==> src/verilog/kms_params.svh <==
// kms_params.svh: offsets, field positions, reset values and timing counts
// assumes: included by the keypad scanner package and design files by bare name
`ifndef KMS_PARAMS_SVH
`define KMS_PARAMS_SVH

// register indices; byte address is four times the index
`define KMS_IDX_COLUMN_DRIVE   8'hd1
`define KMS_IDX_ROW_SENSE      8'hd2
`define KMS_IDX_SCAN_TIMING    8'hd3
`define KMS_IDX_CONTROL_STATUS 8'hd4
`define KMS_IDX_ORDER_LOW      8'hd5
`define KMS_IDX_ORDER_HIGH     8'hd6
`define KMS_IDX_MATRIX_SIZE    8'hd7
`define KMS_IDX_CLOCK_CONTROL  8'hd8

// reset values
`define KMS_RST_COLUMN_DRIVE   5'h1f
`define KMS_RST_ROW_SENSE      6'h3f
`define KMS_RST_SCAN_TIMING    8'h00
`define KMS_RST_ORDER_LOW      6'h08
`define KMS_RST_ORDER_HIGH     9'h11a
`define KMS_RST_MATRIX_SIZE    7'h65

// field positions
`define KMS_ST_IRQ_EN_BIT      0
`define KMS_ST_KEY_FLAG_BIT    1
`define KMS_ST_SCAN_EN_BIT     2
`define KMS_ST_BUSY_BIT        3
`define KMS_CLK_TICK_EN_BIT    6
`define KMS_DEB_LSB            2
`define KMS_DEB_MSB            7
`define KMS_ROWIV_LSB          0
`define KMS_ROWIV_MSB          1
`define KMS_SIZE_COL_LSB       0
`define KMS_SIZE_COL_MSB       2
`define KMS_SIZE_ROW_LSB       4
`define KMS_SIZE_ROW_MSB       6

// timing: tick period in microseconds, clock in MHz, debounce step in ticks
`define KMS_CLK_MHZ            50
`define KMS_TICK_PERIOD_US     1000
`define KMS_TICK_CYCLES        (`KMS_CLK_MHZ * `KMS_TICK_PERIOD_US)
`define KMS_DEB_STEP_TICKS     4
`define KMS_DEB_ZERO_TICKS     9'd256
`define KMS_ROWIV_ZERO_TICKS   9'd4

`endif

==> src/verilog/kms_pkg.sv <==
// kms_pkg.sv: types shared by the keypad matrix scanner
// assumes: kms_params.svh sits on the include path
`include "kms_params.svh"

package kms_pkg;

    // scanner sequence states
    typedef enum logic [2:0] {
        KMS_OFF,
        KMS_IDLE,
        KMS_DEB_PRESS,
        KMS_SCAN,
        KMS_WAIT_REL,
        KMS_DEB_REL
    } kms_state_e;

    // latched ahb address phase
    typedef struct packed {
        logic       valid;
        logic       write;
        logic [7:0] index;
    } kms_ahb_req_s;

    // scan timing configuration
    typedef struct packed {
        logic [5:0] debounce_interval;
        logic [1:0] row_check_interval;
    } kms_scan_cfg_s;

    // result of one full scan
    typedef struct packed {
        logic [1:0] hits;
        logic [2:0] col;
        logic [2:0] row;
    } kms_scan_res_s;

endpackage

==> src/verilog/kms_keypad_scanner.sv <==
// kms_keypad_scanner.sv: keypad matrix scanner with an ahb-lite register slave
// assumes: row inputs synchronous to hclk with pull-ups, one ahb master,
// single word transfers, zero wait states
//
// How it works
// - five column drives, six row senses
// - scanning off until enable bit set
// - all timing paced by gated 1kHz tick
// - idle drives columns low, waits row low
// - debounce press, recheck, else back idle
// - debounce programmable 4ms to 256ms
// - field N gives 4N ms, zero 256ms
// - one column low while rows checked
// - row check interval 1 to 4ms
// - same timing any order, configured size scanned
// - single hit valid, multiple hits ignored
// - column order programmable, row order fixed
// - valid key stores patterns, raises interrupt
// - scanner changes results only on valid key
// - wait release, debounce it, restart if bouncing
// - disabled scanning shows column register on pins
// - bypass: software drives columns, reads rows live
// - column bit zero drives pin low
// - row bit zero means pin low
// - size register limits scanned rows, columns
`timescale 1ns/1ps
`include "kms_params.svh"

module kms_keypad_scanner #(
    parameter int NCOLS       = 5,
    parameter int NROWS       = 6,
    parameter int TICK_CYCLES = `KMS_TICK_CYCLES
) (
    // clock and reset
    input  wire logic        hclk,
    input  wire logic        hresetn,
    // ahb-lite slave
    input  wire logic        hsel,
    input  wire logic [31:0] haddr,
    input  wire logic [1:0]  htrans,
    input  wire logic        hwrite,
    input  wire logic [2:0]  hsize,
    input  wire logic [31:0] hwdata,
    input  wire logic        hready,
    output logic             hreadyout,
    output logic [31:0]      hrdata,
    output logic             hresp,
    // keypad matrix
    output logic [NCOLS-1:0] col_out,
    input  wire logic [NROWS-1:0] row_in,
    // keypad event
    output logic             key_irq
);

    // registers
    kms_pkg::kms_state_e   state_reg;
    kms_pkg::kms_ahb_req_s req_reg;
    kms_pkg::kms_scan_cfg_s scan_timing_reg;
    kms_pkg::kms_scan_res_s res_reg;
    logic [NCOLS-1:0]      keypad_column_drive;
    logic [NROWS-1:0]      keypad_row_sense;
    logic [5:0]            column_order_low;
    logic [8:0]            column_order_high;
    logic [6:0]            matrix_size_reg;
    logic                  keypad_tick_enable;
    logic                  hw_scan_enable;
    logic                  irq_enable_reg;
    logic                  key_flag_reg;
    logic [14:0]           order_cur_reg;
    logic [2:0]            slot_reg;
    logic [2:0]            row_reg;
    logic [8:0]            timer_reg;
    logic [31:0]           tick_cnt_reg;
    logic                  tick_reg;

    // combinational helpers
    logic                  addr_take;
    logic                  wr_en;
    logic                  any_row_low;
    logic                  tmr_done;
    logic [NROWS-1:0]      row_mask;
    logic [2:0]            ncols;
    logic [2:0]            nrows;
    logic [2:0]            cur_col;
    logic                  valid_key;
    logic                  last_row;
    logic                  last_slot;
    logic [31:0]           rd_value;

    // debounce interval in ticks: N times 4, zero meaning 256
    function automatic logic [8:0] deb_ticks(input logic [5:0] n);
        if (n == 6'h00)
            deb_ticks = `KMS_DEB_ZERO_TICKS;
        else
            deb_ticks = 9'({n, 2'b00});
    endfunction

    // row check interval in ticks: 1,2,3 as coded, zero meaning 4
    function automatic logic [8:0] row_ticks(input logic [1:0] v);
        if (v == 2'b00)
            row_ticks = `KMS_ROWIV_ZERO_TICKS;
        else
            row_ticks = {7'h00, v};
    endfunction

    // active-low pattern with one line low
    function automatic logic [7:0] one_low(input logic [2:0] idx);
        one_low = ~(8'h01 << idx);
    endfunction

    assign addr_take   = hsel && hready && htrans[1];
    assign wr_en       = req_reg.valid && req_reg.write;
    assign ncols       = matrix_size_reg[`KMS_SIZE_COL_MSB:`KMS_SIZE_COL_LSB];
    assign nrows       = matrix_size_reg[`KMS_SIZE_ROW_MSB:`KMS_SIZE_ROW_LSB];
    assign tmr_done    = tick_reg && (timer_reg == 9'd1);
    assign cur_col     = 3'(order_cur_reg >> (slot_reg * 3));
    assign valid_key   = (res_reg.hits == 2'd1);
    assign last_row    = (row_reg == nrows - 3'd1) || (row_reg == 3'(NROWS - 1));
    assign last_slot   = (slot_reg == ncols - 3'd1) || (slot_reg == 3'(NCOLS - 1));

    // unused rows beyond the configured size are masked off
    genvar g;
    generate
        for (g = 0; g < NROWS; g++)
        begin : g_row_mask
            assign row_mask[g] = (3'(g) < nrows);
        end
    endgenerate

    assign any_row_low = |(~row_in & row_mask);

    // gated 1kHz tick divider
    always_ff @(posedge hclk or negedge hresetn)
    begin
        if (!hresetn)
        begin
            tick_cnt_reg <= 32'h0;
            tick_reg     <= 1'b0;
        end
        else if (!keypad_tick_enable)
        begin
            tick_cnt_reg <= 32'h0;
            tick_reg     <= 1'b0;
        end
        else if (tick_cnt_reg == 32'(TICK_CYCLES - 1))
        begin
            tick_cnt_reg <= 32'h0;
            tick_reg     <= 1'b1;
        end
        else
        begin
            tick_cnt_reg <= tick_cnt_reg + 32'h1;
            tick_reg     <= 1'b0;
        end
    end

    // ahb address phase capture
    always_ff @(posedge hclk or negedge hresetn)
    begin
        if (!hresetn)
            req_reg <= '0;
        else if (hready)
        begin
            req_reg.valid <= addr_take;
            req_reg.write <= hwrite;
            req_reg.index <= haddr[9:2];
        end
    end

    // read multiplexer
    always_comb
    begin
        rd_value = 32'h0;
        case (haddr[9:2])
            `KMS_IDX_COLUMN_DRIVE:   rd_value = 32'(keypad_column_drive);
            `KMS_IDX_ROW_SENSE:      rd_value = hw_scan_enable ? 32'(keypad_row_sense)
                                                               : 32'(row_in);
            `KMS_IDX_SCAN_TIMING:    rd_value = 32'(scan_timing_reg);
            `KMS_IDX_CONTROL_STATUS: rd_value = 32'({state_reg != kms_pkg::KMS_IDLE
                                                     && state_reg != kms_pkg::KMS_OFF,
                                                     hw_scan_enable, key_flag_reg,
                                                     irq_enable_reg});
            `KMS_IDX_ORDER_LOW:      rd_value = 32'(column_order_low);
            `KMS_IDX_ORDER_HIGH:     rd_value = 32'(column_order_high);
            `KMS_IDX_MATRIX_SIZE:    rd_value = 32'(matrix_size_reg);
            `KMS_IDX_CLOCK_CONTROL:  rd_value = 32'({keypad_tick_enable, 6'h00});
            default:                 rd_value = 32'h0;
        endcase
    end

    // ahb response, read data registered at the address phase
    always_ff @(posedge hclk or negedge hresetn)
    begin
        if (!hresetn)
        begin
            hrdata    <= 32'h0;
            hreadyout <= 1'b1;
            hresp     <= 1'b0;
        end
        else
        begin
            hreadyout <= 1'b1;
            hresp     <= 1'b0;
            if (addr_take && !hwrite)
                hrdata <= rd_value;
        end
    end

    // plain configuration registers
    always_ff @(posedge hclk or negedge hresetn)
    begin
        if (!hresetn)
        begin
            scan_timing_reg    <= `KMS_RST_SCAN_TIMING;
            column_order_low   <= `KMS_RST_ORDER_LOW;
            column_order_high  <= `KMS_RST_ORDER_HIGH;
            matrix_size_reg    <= `KMS_RST_MATRIX_SIZE;
            keypad_tick_enable <= 1'b0;
            hw_scan_enable     <= 1'b0;
            irq_enable_reg     <= 1'b0;
        end
        else if (wr_en)
        begin
            case (req_reg.index)
                `KMS_IDX_SCAN_TIMING:    scan_timing_reg   <= hwdata[7:0];
                `KMS_IDX_ORDER_LOW:      column_order_low  <= hwdata[5:0];
                `KMS_IDX_ORDER_HIGH:     column_order_high <= hwdata[8:0];
                `KMS_IDX_MATRIX_SIZE:    matrix_size_reg   <= hwdata[6:0];
                `KMS_IDX_CLOCK_CONTROL:  keypad_tick_enable <= hwdata[`KMS_CLK_TICK_EN_BIT];
                `KMS_IDX_CONTROL_STATUS:
                begin
                    hw_scan_enable <= hwdata[`KMS_ST_SCAN_EN_BIT];
                    irq_enable_reg <= hwdata[`KMS_ST_IRQ_EN_BIT];
                end
                default: ;
            endcase
        end
    end

    // scanner sequence
    always_ff @(posedge hclk or negedge hresetn)
    begin
        if (!hresetn)
        begin
            state_reg     <= kms_pkg::KMS_OFF;
            order_cur_reg <= 15'h0;
            slot_reg      <= 3'h0;
            row_reg       <= 3'h0;
            timer_reg     <= 9'h0;
            res_reg       <= '0;
        end
        else if (!hw_scan_enable)
            state_reg <= kms_pkg::KMS_OFF;
        else
        begin
            if (tick_reg && timer_reg != 9'd0)
                timer_reg <= timer_reg - 9'd1;
            case (state_reg)
                kms_pkg::KMS_OFF:
                    state_reg <= kms_pkg::KMS_IDLE;
                kms_pkg::KMS_IDLE:
                begin
                    if (any_row_low)
                    begin
                        timer_reg <= deb_ticks(scan_timing_reg.debounce_interval);
                        state_reg <= kms_pkg::KMS_DEB_PRESS;
                    end
                end
                kms_pkg::KMS_DEB_PRESS:
                begin
                    if (tmr_done && !any_row_low)
                        state_reg <= kms_pkg::KMS_IDLE;
                    else if (tmr_done)
                    begin
                        order_cur_reg <= {column_order_high, column_order_low};
                        slot_reg      <= 3'h0;
                        row_reg       <= 3'h0;
                        res_reg       <= '0;
                        timer_reg     <= row_ticks(scan_timing_reg.row_check_interval);
                        state_reg     <= kms_pkg::KMS_SCAN;
                    end
                end
                kms_pkg::KMS_SCAN:
                begin
                    if (tmr_done)
                    begin
                        // count closures; a second one saturates as invalid
                        if (!row_in[row_reg] && res_reg.hits != 2'd2)
                        begin
                            res_reg.hits <= res_reg.hits + 2'd1;
                            res_reg.col  <= cur_col;
                            res_reg.row  <= row_reg;
                        end
                        timer_reg <= row_ticks(scan_timing_reg.row_check_interval);
                        if (!last_row)
                            row_reg <= row_reg + 3'd1;
                        else if (!last_slot)
                        begin
                            row_reg  <= 3'h0;
                            slot_reg <= slot_reg + 3'd1;
                        end
                        else
                            state_reg <= kms_pkg::KMS_WAIT_REL;
                    end
                end
                kms_pkg::KMS_WAIT_REL:
                begin
                    if (!any_row_low)
                    begin
                        timer_reg <= deb_ticks(scan_timing_reg.debounce_interval);
                        state_reg <= kms_pkg::KMS_DEB_REL;
                    end
                end
                kms_pkg::KMS_DEB_REL:
                begin
                    if (any_row_low)
                        timer_reg <= deb_ticks(scan_timing_reg.debounce_interval);
                    else if (tmr_done)
                        state_reg <= kms_pkg::KMS_IDLE;
                end
                default:
                    state_reg <= kms_pkg::KMS_OFF;
            endcase
        end
    end

    // result registers: software writes the column drive, scanner overwrites both on a valid key
    always_ff @(posedge hclk or negedge hresetn)
    begin
        if (!hresetn)
        begin
            keypad_column_drive <= `KMS_RST_COLUMN_DRIVE;
            keypad_row_sense    <= `KMS_RST_ROW_SENSE;
        end
        else if (hw_scan_enable && state_reg == kms_pkg::KMS_SCAN && tmr_done
                 && last_row && last_slot)
        begin
            // the last sample joins the count in the same cycle
            if ((valid_key && row_in[row_reg])
                || (res_reg.hits == 2'd0 && !row_in[row_reg]))
            begin
                keypad_column_drive <= valid_key ? NCOLS'(one_low(res_reg.col))
                                                 : NCOLS'(one_low(cur_col));
                keypad_row_sense    <= valid_key ? NROWS'(one_low(res_reg.row))
                                                 : NROWS'(one_low(row_reg));
            end
        end
        else if (wr_en && req_reg.index == `KMS_IDX_COLUMN_DRIVE)
            keypad_column_drive <= hwdata[NCOLS-1:0];
    end

    // sticky key flag, a new key wins over a clear
    always_ff @(posedge hclk or negedge hresetn)
    begin
        if (!hresetn)
            key_flag_reg <= 1'b0;
        else if (hw_scan_enable && state_reg == kms_pkg::KMS_SCAN && tmr_done
                 && last_row && last_slot
                 && ((valid_key && row_in[row_reg])
                     || (res_reg.hits == 2'd0 && !row_in[row_reg])))
            key_flag_reg <= 1'b1;
        else if (wr_en && req_reg.index == `KMS_IDX_CONTROL_STATUS
                 && hwdata[`KMS_ST_KEY_FLAG_BIT])
            key_flag_reg <= 1'b0;
    end

    // column pins and interrupt line
    always_ff @(posedge hclk or negedge hresetn)
    begin
        if (!hresetn)
        begin
            col_out <= `KMS_RST_COLUMN_DRIVE;
            key_irq <= 1'b0;
        end
        else
        begin
            key_irq <= key_flag_reg && irq_enable_reg;
            case (state_reg)
                kms_pkg::KMS_IDLE, kms_pkg::KMS_DEB_PRESS,
                kms_pkg::KMS_WAIT_REL, kms_pkg::KMS_DEB_REL:
                    col_out <= '0;
                kms_pkg::KMS_SCAN:
                    col_out <= NCOLS'(one_low(cur_col));
                default:
                    col_out <= keypad_column_drive;
            endcase
            if (!hw_scan_enable)
                col_out <= keypad_column_drive;
        end
    end

endmodule

==> config.mk <==
export PLATFORM = sky130hd
export DESIGN_NAME = kms_keypad_scanner
export DESIGN_NICKNAME = d
export VERILOG_FILES = /design/src/verilog/kms_pkg.sv /design/src/verilog/kms_keypad_scanner.sv
export VERILOG_INCLUDE_DIRS = /design/src /design/src/verilog
export SDC_FILE = /design/constraint.sdc
export NUM_CORES = 1
export LEC_CHECK = 0
export ABC_AREA = 1
export BUFFER_PORTS_ARGS = -buffer_cell sky130_fd_sc_hd__buf_2
export CORE_MARGIN = 3
export CORE_UTILIZATION = 40
export CTS_CLUSTER_SIZE = 10
export DETAILED_ROUTE_END_ITERATION = 10
export SYNTH_ARGS = -nofsm -noshare
export SYNTH_HDL_FRONTEND = slang
export SYNTH_SLANG_ARGS = --single-unit
==> constraint.sdc <==
create_clock -name hclk -period 2.4 [get_ports hclk]
set_input_delay 0.12 -clock hclk [delete_from_list [all_inputs] [get_ports hclk]]
set_output_delay 0.12 -clock hclk [all_outputs]
set_load 0.02 [all_outputs]
### Yosys cells after proc, flatten, opt, wreduce, memory -nomap -nowiden

Index checks and enable logic that the tools add are counted.
Widths: inputs -> output; s select.

* add/subtract/negate cells: 7
* multipliers: 1
* magnitude comparators: 7
* equal/unequal tests: 45
* shift-type cells: 5
* muxes and demuxes: 51
* bitwise logic cells: 7
* reduce and logical (&&, ||, !) cells: 51

Operator list (count)
* $eq 8x8->1 const B: 15
* $pmux 9 s8: 1
* $mux 32: 2
* $mux 3: 19
* $mux 9: 6
* $pmux 9 s4: 1
* $add 32x1->32 const B: 1
* $eq 32x16->1 const B: 1
* $mux 8: 4
* $mux 5: 5
* $ne 3x3->1 const B: 8
* $logic_and 1x1->1: 20
* $not 6->6: 3
* $pmux 3 s6: 1
* $pmux 8 s2: 1
* $reduce_and 2->1: 8
* $shr 15x5->3: 1
* $ne 2x2->1 const B: 7
* $eq 3x3->1 const B: 4
* $mux 6: 2
* $pmux 3 s2: 2
* $reduce_and 6->1: 2
* $shl 1x3->6 const A: 2
* $not 5->5: 2
* other kinds (37): 56

* register bits after elaboration: 167
* logic and storage cells: 201

### Logic depth before layout (Yosys ltp)

* word-level depth: 8
* mapped depth: 16
* gate-level depth less buffers: 16

### Worst setup path before layout

No wires, ideal clock.

* path kind: register -> register
* from: register matrix_size_reg[5]
* to: register keypad_row_sense[4]
* library setup time: 84 ps
* data arrival time: 1775 ps
* data required time: 2316 ps
* slack: 540 ps
* cell stages (with the launch flop): 15
* buffers on the path: 1
* period minus slack after synthesis: 1860 ps
* cell sequence: dfstp_2 -> inv_2 -> ha_1 -> inv_1 -> nand2_1 -> nand2_1 -> nor2_2 -> nand3_2 -> nand2_4 -> nand2_4 -> nor2_8 -> nand2_4 -> buf_6 -> nand2_2 -> o21ai_2

* longest elaborated chain between the ends: 6

RTL lines
* from (decl): line kms_keypad_scanner.sv:64 `logic [6:0] matrix_size_reg;`
* from (signal assigned): line kms_keypad_scanner.sv:217 `` matrix_size_reg <= `KMS_RST_MATRIX_SIZE; ``
* from (signal assigned): line kms_keypad_scanner.sv:228 `` `KMS_IDX_MATRIX_SIZE: matrix_size_reg <= hwdata[6:0]; ``
* $sub 3x1->3: line kms_keypad_scanner.sv:118 `assign last_row = (row_reg == nrows - 3'd1) || (row_reg == 3'(NROWS - 1));`
* $eq 3x3->1: line kms_keypad_scanner.sv:118
* $logic_or 1x1->1: line kms_keypad_scanner.sv:118
* $logic_and 1x1->1 (2 in series): line kms_keypad_scanner.sv:336 `&& last_row && last_slot)`
* $reduce_and 2->1 (no line)
* to (signal assigned): line kms_keypad_scanner.sv:333 `` keypad_row_sense <= `KMS_RST_ROW_SENSE; ``
* to (signal assigned): line kms_keypad_scanner.sv:344 `keypad_row_sense <= valid_key ? NROWS'(one_low(res_reg.row))`
* to (decl): line kms_keypad_scanner.sv:61 `logic [NROWS-1:0] keypad_row_sense;`

Every way passes these cells.
A chain may end at the register's enable or synchronous reset.

### Final worst setup path

* from: register matrix_size_reg[5]
* to: register slot_reg[2]

* longest elaborated chain between the ends: 7
* elaborated cells on any way between the ends: 16
* classes of those cells: add/sub (1); order compare (6); eq/ne (3); bitwise (1); reduce/logical (5)

RTL lines
* $lt 1x3->1 (tied with other cells): line kms_keypad_scanner.sv:126 `assign row_mask[g] = (3'(g) < nrows);`
* $and 6x6->6: line kms_keypad_scanner.sv:130 `assign any_row_low = |(~row_in & row_mask);`
* $reduce_or 6->1: line kms_keypad_scanner.sv:130
* $logic_not 1->1
* $logic_and 1x1->1: line kms_keypad_scanner.sv:271 `if (tmr_done && !any_row_low)`
* $ne 2x2->1 (no line)
* $reduce_and 7->1 (no line) *
* to (signal assigned): line kms_keypad_scanner.sv:300 `slot_reg <= slot_reg + 3'd1;`
* to (decl): line kms_keypad_scanner.sv:70 `logic [2:0] slot_reg;`

Every way passes the cells marked *; elsewhere a longest branch is shown, timed or not.

==> impl_metrics.ini <==
[status]
outcome = finished clean

[sta]
slew_headroom_pct = 52.5
fmax_ghz = 0.469
fin_crit_sh_pct = 88.8
rsz0062_at_grt = false
worst_slack_ps = 270
setup-violations-final = 0
clock_skew_ps = 10.9
hold_viol_final = 0
drv_slew = 0
tightestPinTransition_ps = 712
period_needed_ps = 2130
finalSetupTns_ps = 0

[die]
num_rows = 53
die-area_um2 = 23800
die_y_um = 154
ios = 120
die_width_um = 154
design.core.area_um2 = 21300
start_util_pct = 41.3

[critical_path]
setup.worst_path.end_class = flop
crit_type = reg -> reg
arrival_ps = 2440
cp.required_ps = 2710
r2r-start = matrix_size_reg[5]
cp-startpoint = matrix_size_reg[5]
start_kind = flop
crit_fanout = 7

[routing]
wirelength_mm = 23.1
drcViolationCount = 0
first_pass_iters = 5
wl_per_cell_um = 15.2
postRouteAntennaNets = 0
drt_iter0_drc = 512
viasPerCell = 5.03
vias = 7648

[min_path]
holdCritStartpoint = hwdata[4]
min_path_type = in -> reg

[global_route]
grt_pass1_wl_mm = 37.9
grt_pass1_vias = 7293
grtUsageTotal_pct = 19.8
overflow = 0
antenna_found_initial = 0
grt_max_degree = 53

[pwr]
peakVddDrop_uv = 523
total_power_mw = 8.65
p_leak_nw = 5.04
powerDensity_nw_per_um2 = 869

[clock_tree]
cts_resized = 0
clk_path_buf_depth = 2
clk_latency_ps = 430
clk_pin_slew_ps = 60
cts_tree = done
clock-root-buffer = clkbuf_16
cts_sinks = 144
cts_buffers = 17
ctsHoldBuffers = 14
post_cts_buffers = 0
htreeDepth = 4

[cells_and_area]
mostFrequentLayoutCells = nand2_1 (308), inv_1 (124), dfrtp_1 (119)
drive_gt1_share_pct = 16.5
nFillCells = 2151
utilization_pct = 46.8
final_common_cell = nand2_1
largest_reg_flops = 32
multi_input_area_um2 = 4340
final-seq-area_um2 = 3630
nNetsFinal = 1328
n_antenna_cell = 0
syn_to_final_growth_pct = 13.2

[placement]
dpl_worst_slack_ps = 304
place_congestion = 0.944
hpwl_mm = 17.7
port_buffers = 43

[yosys]
ys_warn_count = 0
postSynthCellCount = 1171
synthDistinctLibCells = 53
synth.avg_cell_area_um2 = 7.51
synth_seq_area_share_pct = 41.3
synth.ff_latch_count = 144
netlist_area_um2 = 8790

[job]
cap_violations = 0
## synth_stat cells, drive strengths merged
cell type	number	area, um^2
o21bai	6	45.0
nor3	37	223
o31ai	2	15.0
o32ai	2	17.5
nor2	116	524
or3	1	6.26
a22o	1	8.76
dfrtp	119	2980
clkinv	1	3.75
o21ai	115	609
a21oi	24	124
o21a	2	15.0
o211a	1	10.0
nor4	13	81.3
nand2	333	1350
mux2	3	33.8
o22ai	11	68.8
bufinv	1	30.0
xor2	24	210
nor3b	4	30.0
or2	5	31.3
xnor2	3	26.3
ha	16	200
a211oi	1	7.51
inv	144	556
buf	37	260
o211ai	1	7.51
a21boi	1	11.3
and3	2	12.5
nand4	16	100
clkbuf	14	52.6
conb	2	7.51
dfstp	25	657
nand3	88	485
## report_power, final
group	internal [mW]	leakage, nW	switching (mW)	total [mW]
clock	1.53	0.275	1.03	2.56
combinational	0.998	3.02	1.93	2.93
sequential	2.80	1.74	0.359	3.16
## cell families after synthesis
family                     Yosys count  share of synthesized area [%]
other                                2                         0.0854
adders and majority gates           16                           2.28
buffers and inverters              197                           10.3
and+or+nand+nor                    615                           32.3
AOI/OAI and AO/OA                  167                           10.7
xor gates and xnor gates            27                           2.69
DFF                                144                           41.3
muxes                                3                          0.384
## cell type report
type                       instances  area share (%)
clock buffer                      23            4.90
tap                              275            3.46
clock inverter                     9           0.817
multi-input combinational        853            43.6
inverter                         146            5.92
sequential                       144            36.5
timing repair buffer              70            4.74
## final timing paths
path / to / slack (ps) / depth (start not counted)
max: slot_reg[2] / 270 / 13
min: keypad_column_drive[4] / 40 / 5
max reg2reg: slot_reg[2] / 270 / 13
min reg2reg: tick_cnt_reg[0] / 460 / 1
max in group asynchronous: col_out[3] / 1490 / 3
min in group asynchronous: order_cur_reg[1] / 160 / 2
## metal layers
layer	global-route usage, %	vias to the layer above	routed length, um	part of all wire [%]
met5	0	-	0	0
met2	31.9	173	10700	46
li1	-	3848	-	-
met4	5.63	0	362	1.6
met1	27.8	3602	11100	48
met3	3.05	25	975	4.2
## through the flow
stage / std cells / hold WS (ps) / area [um^2]
final: 1520 / 44.0 / 9950
after detailed placement: 1474 / 41.7 / 9240
after global routing: 1520 / 64.0 / 9950
after global placement: 1474 / 40.6 / 9240
after floorplan: 1194 / -176 / 8880
after CTS: 1520 / 24.6 / 9950
## worst max-delay path, cell delays in order, from the launching register on
cell and delay (ps):
dfstp_2 570, inv_2 80, ha_1 300, inv_1 40, nand2_1 50, nand2_1 60, nor2_2 110, nand3_2 80
nand2_4 140, inv_2 60, o21ai_2 150, nand3_1 210, nand2_1 110, o21ai_1 60
Note: power is estimated with default switching activity, not from simulation.
